File: config.mk
export PLATFORM = sky130hd
export DESIGN_NAME = sla_bank
export DESIGN_NICKNAME = d
export VERILOG_FILES = /design/src/common/sla_pkg.sv /design/src/sla_bank.sv
export SDC_FILE = /design/constraint.sdc
export NUM_CORES = 2
export LEC_CHECK = 0
export ABC_AREA = 1
export BUFFER_PORTS_ARGS = -buffer_cell sky130_fd_sc_hd__buf_2
export CAP_MARGIN = 20
export CORE_UTILIZATION = 50
export DETAILED_ROUTE_END_ITERATION = 10
export PLACE_DENSITY = 0.7
export SYNTH_ARGS = -nofsm -noshare
export SYNTH_HDL_FRONTEND = slang
export SYNTH_SLANG_ARGS = --single-unit
File: constraint.sdc
create_clock -name clock -period 12.2 [get_ports clock]
set_clock_uncertainty 0.2 [all_clocks]
set_input_delay 3.66 -clock clock [delete_from_list [all_inputs] [get_ports clock]]
set_output_delay 3.66 -clock clock [all_outputs]
set_load 0.005 [all_outputs]
File: src/common/sla_pkg.sv
// constants for the serial link and alarm settings bank
// assumes one 25 MHz clock and a word-wide register port
package sla_pkg;
   // ****************************************
   // register map (printed network addresses)
   // ****************************************
   localparam int NREG = 16;
   localparam int I_THERM = 0;
   localparam int I_ALARM = 1;
   localparam int I_ZERO = 2;
   localparam int I_HEAT = 3;
   localparam int I_BAUD = 4;
   localparam int I_NODE = 5;
   localparam int I_DLEN = 6;
   localparam int I_PAR = 7;
   localparam int I_STOP = 8;
   localparam int I_ACT = 9;
   localparam int I_TOUT = 10;
   localparam int I_WAIT = 11;
   localparam int I_PROTO = 12;
   localparam int I_SPAN0 = 13;
   localparam logic [15:0] REG_ADDR [NREG] = '{
      16'h1441, 16'h1442, 16'h1443, 16'h1444, 16'h144b, 16'h144c,
      16'h144d, 16'h144e, 16'h144f, 16'h1450, 16'h1451, 16'h1452,
      16'h1453, 16'h1455, 16'h1456, 16'h1457};
   // legal value range of each register
   localparam logic [15:0] REG_MIN [NREG] = '{
      16'h0000, 16'h0000, 16'h0000, 16'h0000, 16'h0002, 16'h0001,
      16'h0007, 16'h0000, 16'h0001, 16'h0000, 16'h0000, 16'h0000,
      16'h0000, 16'h0000, 16'h0000, 16'h0000};
   localparam logic [15:0] REG_MAX [NREG] = '{
      16'h0064, 16'h0002, 16'h2710, 16'h00c8, 16'h0006, 16'h0020,
      16'h0008, 16'h0002, 16'h0002, 16'h0004, 16'h270f, 16'h03e8,
      16'h0001, 16'hfffa, 16'hfffa, 16'hfffa};
   // values after reset
   localparam logic [15:0] REG_RST [NREG] = '{
      16'h0050, 16'h0000, 16'h0000, 16'h0078, 16'h0004, 16'h0001,
      16'h0008, 16'h0000, 16'h0001, 16'h0002, 16'h0000, 16'h0000,
      16'h0000, 16'h1000, 16'h1000, 16'h1000};
   // ****************************************
   // codes
   // ****************************************
   localparam logic [15:0] BAUD_TEST = 16'h0002;
   localparam logic [15:0] BAUD_2400 = 16'h0003;
   localparam logic [15:0] ACT_TRIP = 16'h0000;
   localparam logic [15:0] ACT_DTRIP = 16'h0001;
   localparam logic [15:0] ACT_IGN = 16'h0002;
   localparam logic [15:0] ACT_FREE = 16'h0003;
   localparam logic [15:0] ACT_DSTOP = 16'h0004;
   localparam logic [15:0] ALM_3BIT = 16'h0001;
   localparam logic [15:0] ALM_4BIT = 16'h0002;
   localparam logic [15:0] DLEN_8 = 16'h0008;
   localparam logic [15:0] STOP_2 = 16'h0002;
   localparam int SPAN_SHIFT = 12;
   // ****************************************
   // timing
   // ****************************************
   localparam int CLK_HZ = 25_000_000;
   localparam int FAST_BPS = 19200;
   localparam int BIT_CYC = CLK_HZ / FAST_BPS;
   localparam int MS_CYC_DEF = CLK_HZ / 1000;
   localparam int TOUT_STEP_MS = 10;
endpackage : sla_pkg

File: src/sla_bank.sv
// serial link and alarm settings bank with its own link timing
// assumes all inputs are produced on clock by surrounding logic
`timescale 1ns/1ns
// Function
// - baud codes 2..6, stop bits 1 or 2
// - 7 or 8 data bits, parity none/even/odd
// - answer only messages to own node 1..32
// - five reactions to a communication error
// - silence beyond timeout is communication error
// - wait programmed delay before sending reply
// - alarm code off, 3-bit or 4-bit
// - zero speed at or below level
// - thermal warning at threshold reached
// - heatsink warning at threshold reached
// - each analog input scaled by span
module sla_bank #(
   parameter int MS_CYC = sla_pkg::MS_CYC_DEF,
   parameter int AIN_W = 12
) (
   // clock and reset
   input  wire logic               clock,
   input  wire logic               rst_n,
   // holding register port
   input  wire logic               reg_wr,
   input  wire logic               reg_rd,
   input  wire logic [15:0]        reg_addr,
   input  wire logic [15:0]        reg_wdata,
   output logic      [15:0]        reg_rdata,
   output logic                    reg_ack,
   output logic                    reg_err,
   // message framing from the receiver
   input  wire logic               msg_valid,
   input  wire logic [7:0]         msg_node,
   output logic                    msg_accept,
   output logic                    tx_start,
   // character format to the serial engine
   output logic                    baud_tick,
   output logic                    test_mode,
   output logic                    data_bits8,
   output logic      [1:0]         parity_mode,
   output logic                    two_stop,
   // communication error reaction
   input  wire logic               motor_stopped,
   input  wire logic               trip_reset,
   output logic                    comm_error,
   output logic                    trip_req,
   output logic                    decel_req,
   output logic                    coast_req,
   // alarm code terminals
   input  wire logic [3:0]         trip_code,
   output logic      [3:0]         alarm_out,
   // warnings
   input  wire logic [15:0]        out_freq,
   input  wire logic [6:0]         thermal_level,
   input  wire logic [7:0]         heatsink_temp,
   output logic                    zero_speed,
   output logic                    thermal_warning_flag,
   output logic                    heatsink_warn,
   // analog inputs and scaled results
   input  wire logic [AIN_W-1:0]   ain_voltage,
   input  wire logic [AIN_W-1:0]   ain_current,
   input  wire logic [AIN_W-1:0]   ain_second,
   output logic      [15:0]        scaled_voltage,
   output logic      [15:0]        scaled_current,
   output logic      [15:0]        scaled_second
);
   import sla_pkg::*;

   // ****************************************
   // decode helpers
   // ****************************************
   // map a network address to a register index
   function automatic logic [4:0] addr_idx(input logic [15:0] a);
      logic [4:0] r;
      r = 5'h1f;
      for (int i = 0; i < NREG; i++) begin
         if (a == REG_ADDR[i]) begin
            r = 5'(i);
         end
      end
      return r;
   endfunction : addr_idx

   // ****************************************
   // register storage
   // ****************************************
   logic [15:0] cfg_q [NREG];      // settings
   logic [4:0]  idx;               // decoded index
   logic        hit;               // mapped address
   logic        in_range;          // write value legal
   logic [15:0] sel_val;           // addressed setting, seen by checks

   assign idx = addr_idx(reg_addr);
   assign hit = (idx != 5'h1f);
   assign sel_val = cfg_q[idx[3:0]];
   assign in_range = hit && reg_wdata >= REG_MIN[idx[3:0]]
                         && reg_wdata <= REG_MAX[idx[3:0]];

   // settings update; an illegal value leaves the old one
   always_ff @(posedge clock) begin
      if (!rst_n) begin
         for (int i = 0; i < NREG; i++) begin
            cfg_q[i] <= REG_RST[i];
         end
      end else if (reg_wr && in_range) begin
         cfg_q[idx[3:0]] <= reg_wdata;
      end
   end

   // read data and answer one cycle after the request
   always_ff @(posedge clock) begin
      if (!rst_n) begin
         reg_rdata <= 16'h0000;
         reg_ack <= 1'b0;
         reg_err <= 1'b0;
      end else begin
         reg_ack <= reg_wr || reg_rd;
         reg_err <= (reg_wr && !in_range) || (reg_rd && !hit);
         reg_rdata <= (reg_rd && hit) ? cfg_q[idx[3:0]] : 16'h0000;
      end
   end

   // ****************************************
   // time bases
   // ****************************************
   logic [15:0] bit_cnt_q;         // fastest bit period
   logic [2:0]  pre_q;             // prescale for slower rates
   logic [2:0]  pre_max;           // last prescale step
   logic [31:0] ms_cnt_q;          // millisecond divider
   logic        ms_tick_q;         // one-cycle 1 ms pulse
   logic [3:0]  ten_q;             // ten ms divider
   logic        ten_tick_q;        // one-cycle 10 ms pulse

   // slower rates are the 19200 rate divided by 2, 4, 8
   always_comb begin
      case (cfg_q[I_BAUD])
         BAUD_2400: pre_max = 3'h7;
         16'h0004:  pre_max = 3'h3;
         16'h0005:  pre_max = 3'h1;
         default:   pre_max = 3'h0;
      endcase
   end

   // bit rate enable pulse; test mode keeps it still
   always_ff @(posedge clock) begin
      if (!rst_n) begin
         bit_cnt_q <= 16'h0000;
         pre_q <= 3'h0;
         baud_tick <= 1'b0;
      end else begin
         baud_tick <= 1'b0;
         if (bit_cnt_q == 16'(BIT_CYC - 1)) begin
            bit_cnt_q <= 16'h0000;
            if (pre_q >= pre_max) begin
               pre_q <= 3'h0;
               baud_tick <= (cfg_q[I_BAUD] != BAUD_TEST);
            end else begin
               pre_q <= pre_q + 3'h1;
            end
         end else begin
            bit_cnt_q <= bit_cnt_q + 16'h0001;
         end
      end
   end

   // millisecond and ten millisecond pulses
   always_ff @(posedge clock) begin
      if (!rst_n) begin
         ms_cnt_q <= 32'h0000_0000;
         ms_tick_q <= 1'b0;
         ten_q <= 4'h0;
         ten_tick_q <= 1'b0;
      end else begin
         ms_tick_q <= (ms_cnt_q == 32'(MS_CYC - 1));
         ten_tick_q <= 1'b0;
         if (ms_cnt_q == 32'(MS_CYC - 1)) begin
            ms_cnt_q <= 32'h0000_0000;
         end else begin
            ms_cnt_q <= ms_cnt_q + 32'h0000_0001;
         end
         if (ms_tick_q) begin
            if (ten_q == 4'(TOUT_STEP_MS - 1)) begin
               ten_q <= 4'h0;
               ten_tick_q <= 1'b1;
            end else begin
               ten_q <= ten_q + 4'h1;
            end
         end
      end
   end

   // ****************************************
   // character format
   // ****************************************
   always_ff @(posedge clock) begin
      if (!rst_n) begin
         test_mode <= 1'b0;
         data_bits8 <= 1'b1;
         parity_mode <= 2'h0;
         two_stop <= 1'b0;
      end else begin
         test_mode <= (cfg_q[I_BAUD] == BAUD_TEST);
         two_stop <= (cfg_q[I_STOP] == STOP_2);
         data_bits8 <= (cfg_q[I_DLEN] == DLEN_8);
         parity_mode <= cfg_q[I_PAR][1:0];
      end
   end

   // ****************************************
   // message acceptance and reply delay
   // ****************************************
   logic [15:0] wait_q;            // ms left before reply
   logic        waiting_q;         // reply pending

   // a reply is never started while an earlier one still waits
   always_ff @(posedge clock) begin
      if (!rst_n) begin
         msg_accept <= 1'b0;
         tx_start <= 1'b0;
         wait_q <= 16'h0000;
         waiting_q <= 1'b0;
      end else begin
         msg_accept <= msg_valid && (msg_node == cfg_q[I_NODE][7:0]);
         tx_start <= 1'b0;
         if (msg_accept) begin
            waiting_q <= 1'b1;
            // one extra step, so a partial first millisecond never shortens the wait
            wait_q <= (cfg_q[I_WAIT] == 16'h0000) ? 16'h0000 : cfg_q[I_WAIT] + 16'h0001;
         end else if (waiting_q) begin
            if (wait_q == 16'h0000) begin
               waiting_q <= 1'b0;
               tx_start <= 1'b1;
            end else if (ms_tick_q) begin
               wait_q <= wait_q - 16'h0001;
            end
         end
      end
   end

   // ****************************************
   // communication watchdog
   // ****************************************
   logic [15:0] idle_q;            // 10 ms steps since message
   logic        lapse;             // timeout exceeded

   assign lapse = (cfg_q[I_TOUT] != 16'h0000) && (idle_q > cfg_q[I_TOUT]);

   // a zero timeout disables the watchdog
   always_ff @(posedge clock) begin
      if (!rst_n) begin
         idle_q <= 16'h0000;
         comm_error <= 1'b0;
      end else begin
         if (msg_accept) begin
            idle_q <= 16'h0000;
         end else if (ten_tick_q && !lapse) begin
            idle_q <= idle_q + 16'h0001;
         end
         // the lapse sets it, a message accepted while no lapse is present clears it
         comm_error <= lapse || (comm_error && !msg_accept);
      end
   end

   // ****************************************
   // error reaction sequencer
   // ****************************************
   typedef enum logic [4:0] {
      ST_RUN   = 5'b00001,
      ST_DECEL = 5'b00010,
      ST_TRIP  = 5'b00100,
      ST_FREE  = 5'b01000,
      ST_HALT  = 5'b10000
   } sla_state_t;
   sla_state_t st_q;               // reaction state

   always_ff @(posedge clock) begin
      if (!rst_n) begin
         st_q <= ST_RUN;
      end else begin
         case (st_q)
            ST_RUN: begin
               if (lapse) begin
                  case (cfg_q[I_ACT])
                     ACT_TRIP:  st_q <= ST_TRIP;
                     ACT_DTRIP: st_q <= ST_DECEL;
                     ACT_FREE:  st_q <= ST_FREE;
                     ACT_DSTOP: st_q <= ST_DECEL;
                     default:   st_q <= ST_RUN;
                  endcase
               end
            end
            ST_DECEL: begin
               if (motor_stopped) begin
                  st_q <= (cfg_q[I_ACT] == ACT_DTRIP) ? ST_TRIP : ST_HALT;
               end
            end
            // a trip is held until cleared from outside
            ST_TRIP: if (trip_reset) begin
               st_q <= ST_RUN;
            end
            ST_FREE, ST_HALT: if (msg_accept) begin
               st_q <= ST_RUN;
            end
            default: st_q <= ST_RUN;
         endcase
      end
   end

   // requests to the drive, registered
   always_ff @(posedge clock) begin
      if (!rst_n) begin
         trip_req <= 1'b0;
         decel_req <= 1'b0;
         coast_req <= 1'b0;
      end else begin
         trip_req <= (st_q == ST_TRIP);
         decel_req <= (st_q == ST_DECEL) || (st_q == ST_HALT);
         coast_req <= (st_q == ST_FREE);
      end
   end

   // ****************************************
   // alarm code and warnings
   // ****************************************
   always_ff @(posedge clock) begin
      if (!rst_n) begin
         alarm_out <= 4'h0;
         zero_speed <= 1'b0;
         thermal_warning_flag <= 1'b0;
         heatsink_warn <= 1'b0;
      end else begin
         case (cfg_q[I_ALARM])
            ALM_3BIT: alarm_out <= {1'b0, trip_code[2:0]};
            ALM_4BIT: alarm_out <= trip_code;
            default:  alarm_out <= 4'h0;
         endcase
         zero_speed <= (out_freq <= cfg_q[I_ZERO]);
         thermal_warning_flag <= ({9'h000, thermal_level} >= cfg_q[I_THERM]);
         heatsink_warn <= ({8'h00, heatsink_temp} >= cfg_q[I_HEAT]);
      end
   end

   // ****************************************
   // analog span scaling
   // ****************************************
   logic [AIN_W-1:0] ain [3];      // inputs by channel
   logic [15:0]      scl_q [3];    // scaled results
   assign ain[0] = ain_voltage;
   assign ain[1] = ain_current;
   assign ain[2] = ain_second;

   // the product is saturated rather than wrapped
   for (genvar g = 0; g < 3; g++) begin : g_span
      logic [AIN_W+15:0] prod;
      assign prod = ain[g] * cfg_q[I_SPAN0 + g];
      always_ff @(posedge clock) begin
         if (!rst_n) begin
            scl_q[g] <= 16'h0000;
         end else if ((prod >> (SPAN_SHIFT + 16)) != '0) begin
            scl_q[g] <= 16'hffff;
         end else begin
            scl_q[g] <= prod[SPAN_SHIFT+15:SPAN_SHIFT];
         end
      end
   end
   assign scaled_voltage = scl_q[0];
   assign scaled_current = scl_q[1];
   assign scaled_second = scl_q[2];
endmodule : sla_bank

==> results.py <==
metrics = {
    "sta": {
        "finalSetupViolations": 0,
        "setup_tns_ns": 0,
        "finalCriticalPeriod_ns": 8.54,
        "clock.fmax_ghz": 0.117,
        "relSlewSlack_pct": 20.0,
        "maxSlewViolCount": 0,
        "finalHoldViolCount": 0,
        "rsz0062_at_grt": "no",
        "fin_crit_sh_pct": 70.0,
        "worst_pin_slew_ns": 1.20,
    },
    "flow_run": {
        "cap_viol_max_count": 0,
    },
    "drt": {
        "ant_nets": 0,
        "drc": 0,
        "drt-total-wl_mm": 111,
        "viasPerCell": 5.43,
        "num_vias": 34189,
        "drtPass1Iterations": 6,
        "drt-initial-drc-count": 3461,
        "wl_per_cell_um": 17.6,
    },
    "critical_path": {
        "crit_buf_inv": 6,
        "cp_max_fo": 16,
        "arrival_ns": 8.61,
        "worstSetupPathType": "primary input to flip-flop",
        "slowest_stage": "nand2_1",
        "cp_common_cell": "nand2_1",
        "cp_top_family": "simple AND/OR/NAND/NOR gates",
        "endpoint_kind": "flip-flop",
        "cpPeakStageDelay_ns": 0.61,
        "crit_path_start_kind": "primary input",
        "crit_required_ns": 12.27,
    },
    "clock_tree": {
        "htree_levels": 2,
        "cts_setup_buffers": 0,
        "tritoncts": "yes",
        "numCtsBuffers": 49,
        "cts_resized": 0,
        "holdBufCountCts": 0,
        "clkLatencyLatePin_ns": 0.64,
        "cts_sinks": 436,
        "root_buffer": "clkbuf_16",
        "clk_pin_slew_worst_paths_ns": 0.06,
        "clock_path_buffers": 3,
    },
    "yosys": {
        "synthAdderAreaFrac_pct": 29.0,
        "avgSynthCellArea_sq_um": 7.78,
        "yosysWarnings": 0,
        "synth_top_family_by_area": "adder cells",
        "yosysSeqAreaShare_pct": 28.0,
        "synth_area_leaders": "fa_1 (21%), edfxtp_1 (19%), nand2_1 (14%)",
        "synth-xor-area-share_pct": 0.913,
        "ys_dominant_reg_cell": "edfxtp_1",
        "synthMuxAreaShare_pct": 0,
        "ys_seq_elements": 436,
        "syn_inst": 5181,
        "synth-compound-area-share_pct": 6.10,
        "synth_top_area_share_pct": 20.7,
        "synth_edf_count": 256,
        "netlist_area_sq_um": 40300,
        "synth_nets": 5984,
        "ys_types": 53,
        "yosysTopAreaCell": "fa_1",
        "synth_simple_gate_area_share_pct": 25.2,
        "async_flop_share_pct": 0,
    },
    "die": {
        "die_y_um": 286,
        "core_area_sq_um": 79400,
        "die_area_sq_um": 81800,
        "io_pins": 203,
        "die-width_um": 286,
        "start_util_pct": 50.8,
        "rows": 103,
    },
    "min_path": {
        "hold_class": "flip-flop to flip-flop",
    },
    "place": {
        "dpl.cell_count": 6196,
        "gp_congestion": 0.945,
        "dp_hpwl_mm": 81.7,
        "numPortBuffers": 202,
    },
    "grt": {
        "grt_overflow": 0,
        "grt_pass1_vias": 33242,
        "grt_pass1_wl_mm": 176,
        "grt_use_total_pct": 27.2,
        "grt_antenna_before_repair": 4,
        "grt_max_degree": 98,
    },
    "layout": {
        "final_common_cell": "nand2_1",
        "layout_common_cells": "nand2_1 (1,461), inv_1 (884), nor2_1 (510)",
        "n_fill_cell": 7505,
        "seqCellArea_sq_um": 11300,
        "layoutNonFillerInstCount": 6293,
        "finalCoreUtilization_pct": 54.9,
        "multi_input_area_sq_um": 24700,
        "nNetsFinal": 6003,
        "area_growth_pct": 8.05,
        "drive_above_1_share_pct": 6.68,
    },
    "power": {
        "powerDensity_nw_per_um2": 180,
        "irDropWorstVdd_uv": 166,
        "leakage_nw": 21.7,
        "p_total_w": 0.00782,
    },
    "outcome": {
        "status": "finished clean",
    },
}
[power by group]
| part | internal (W) | leakage, nW | total [W] | switching [W] |
|---|---|---|---|---|
| combinational | 0.00166 | 17.0 | 0.00449 | 0.00283 |
| sequential | 0.00170 | 3.90 | 0.00179 | 0.0000936 |
| clock | 0.000886 | 0.831 | 0.00154 | 0.000653 |
| total | 0.00424 | 21.7 | 0.00782 | 0.00358 |
[state kept, by name, summed over array words and instances (netlist names), 2 cells and up]
name and count:
parity_mode 2, idle_q 16, ten_q 4, scl_q 48, wait_q 16, cfg_q 256, pre_q 3, reg_rdata 16
ms_cnt_q 32, st_q 5, bit_cnt_q 16, alarm_out 4
[logic make-up (layout without fill, tap and decap cells)]
logic type	after synthesis	in the layout
flops	436	436
simple gates	2429	2429
other cells	0	2
xor+xnor	42	42
buf+inv	1151	1211
compound gates	438	438
fa+ha+maj	685	685
[through the flow]
stage	hold slack, ns	setup slack, ns	cell area, sq um
after floorplan	0.213	3.56	40300
after global placement	0.229	3.25	41800
after detailed placement	0.237	3.10	41800
after CTS	0.250	3.76	43500
after global routing	0.263	3.10	43500
final	0.247	3.66	43500
[Yosys cell counts, types with 14 or more instances]
master and instances:
edfxtp_1 256, nand4_1 182, nand3_1 91, ha_1 268
clkbuf_1 205, xnor2_1 14, o21ai_0 133, inv_1 884
nand2_2 14, nand2_1 1461, o21bai_1 16, fa_1 417
nor4_1 44, nor2_1 511, buf_2 23, buf_1 21
nor3_1 66, o21a_1 17, a21oi_1 209, xor2_1 28
nor3b_1 21, dfxtp_1 180
[per-layer routing]
layer	up-vias	part of all wire [%]	track usage [%]
met4	0	2.8	8.24
met1	16369	42	37.7
met3	209	8.4	3.88
met5	-	0	0
met2	1379	47	44.2
li1	16232	-	-
[path summary, 6_finish.rpt]
path / startpoint / to / slack [ns] / cells after the start
worst max-delay path: reg_addr[15] / cfg_q[3][3] / 3.66 / 29
worst min-delay path: ms_cnt_q[0] / ms_cnt_q[0] / 0.25 / 1
worst max register to register: cfg_q[15][8] / scl_q[2][11] / 6.40 / 22
worst min register to register: ms_cnt_q[0] / ms_cnt_q[0] / 0.25 / 1
[cell type report]
cell class	count	share of cell area, %
Sequential cell	436	25.9
Inverter	902	7.77
Antenna cell	2	0.0115
Timing Repair Buffer	217	2.72
Clock buffer	65	3.15
Multi-Input combinational cell	3594	56.7
Clock inverter	27	0.715
Tap cell	1050	3.02
No activity file was read; power rests on OpenSTA's default activity.
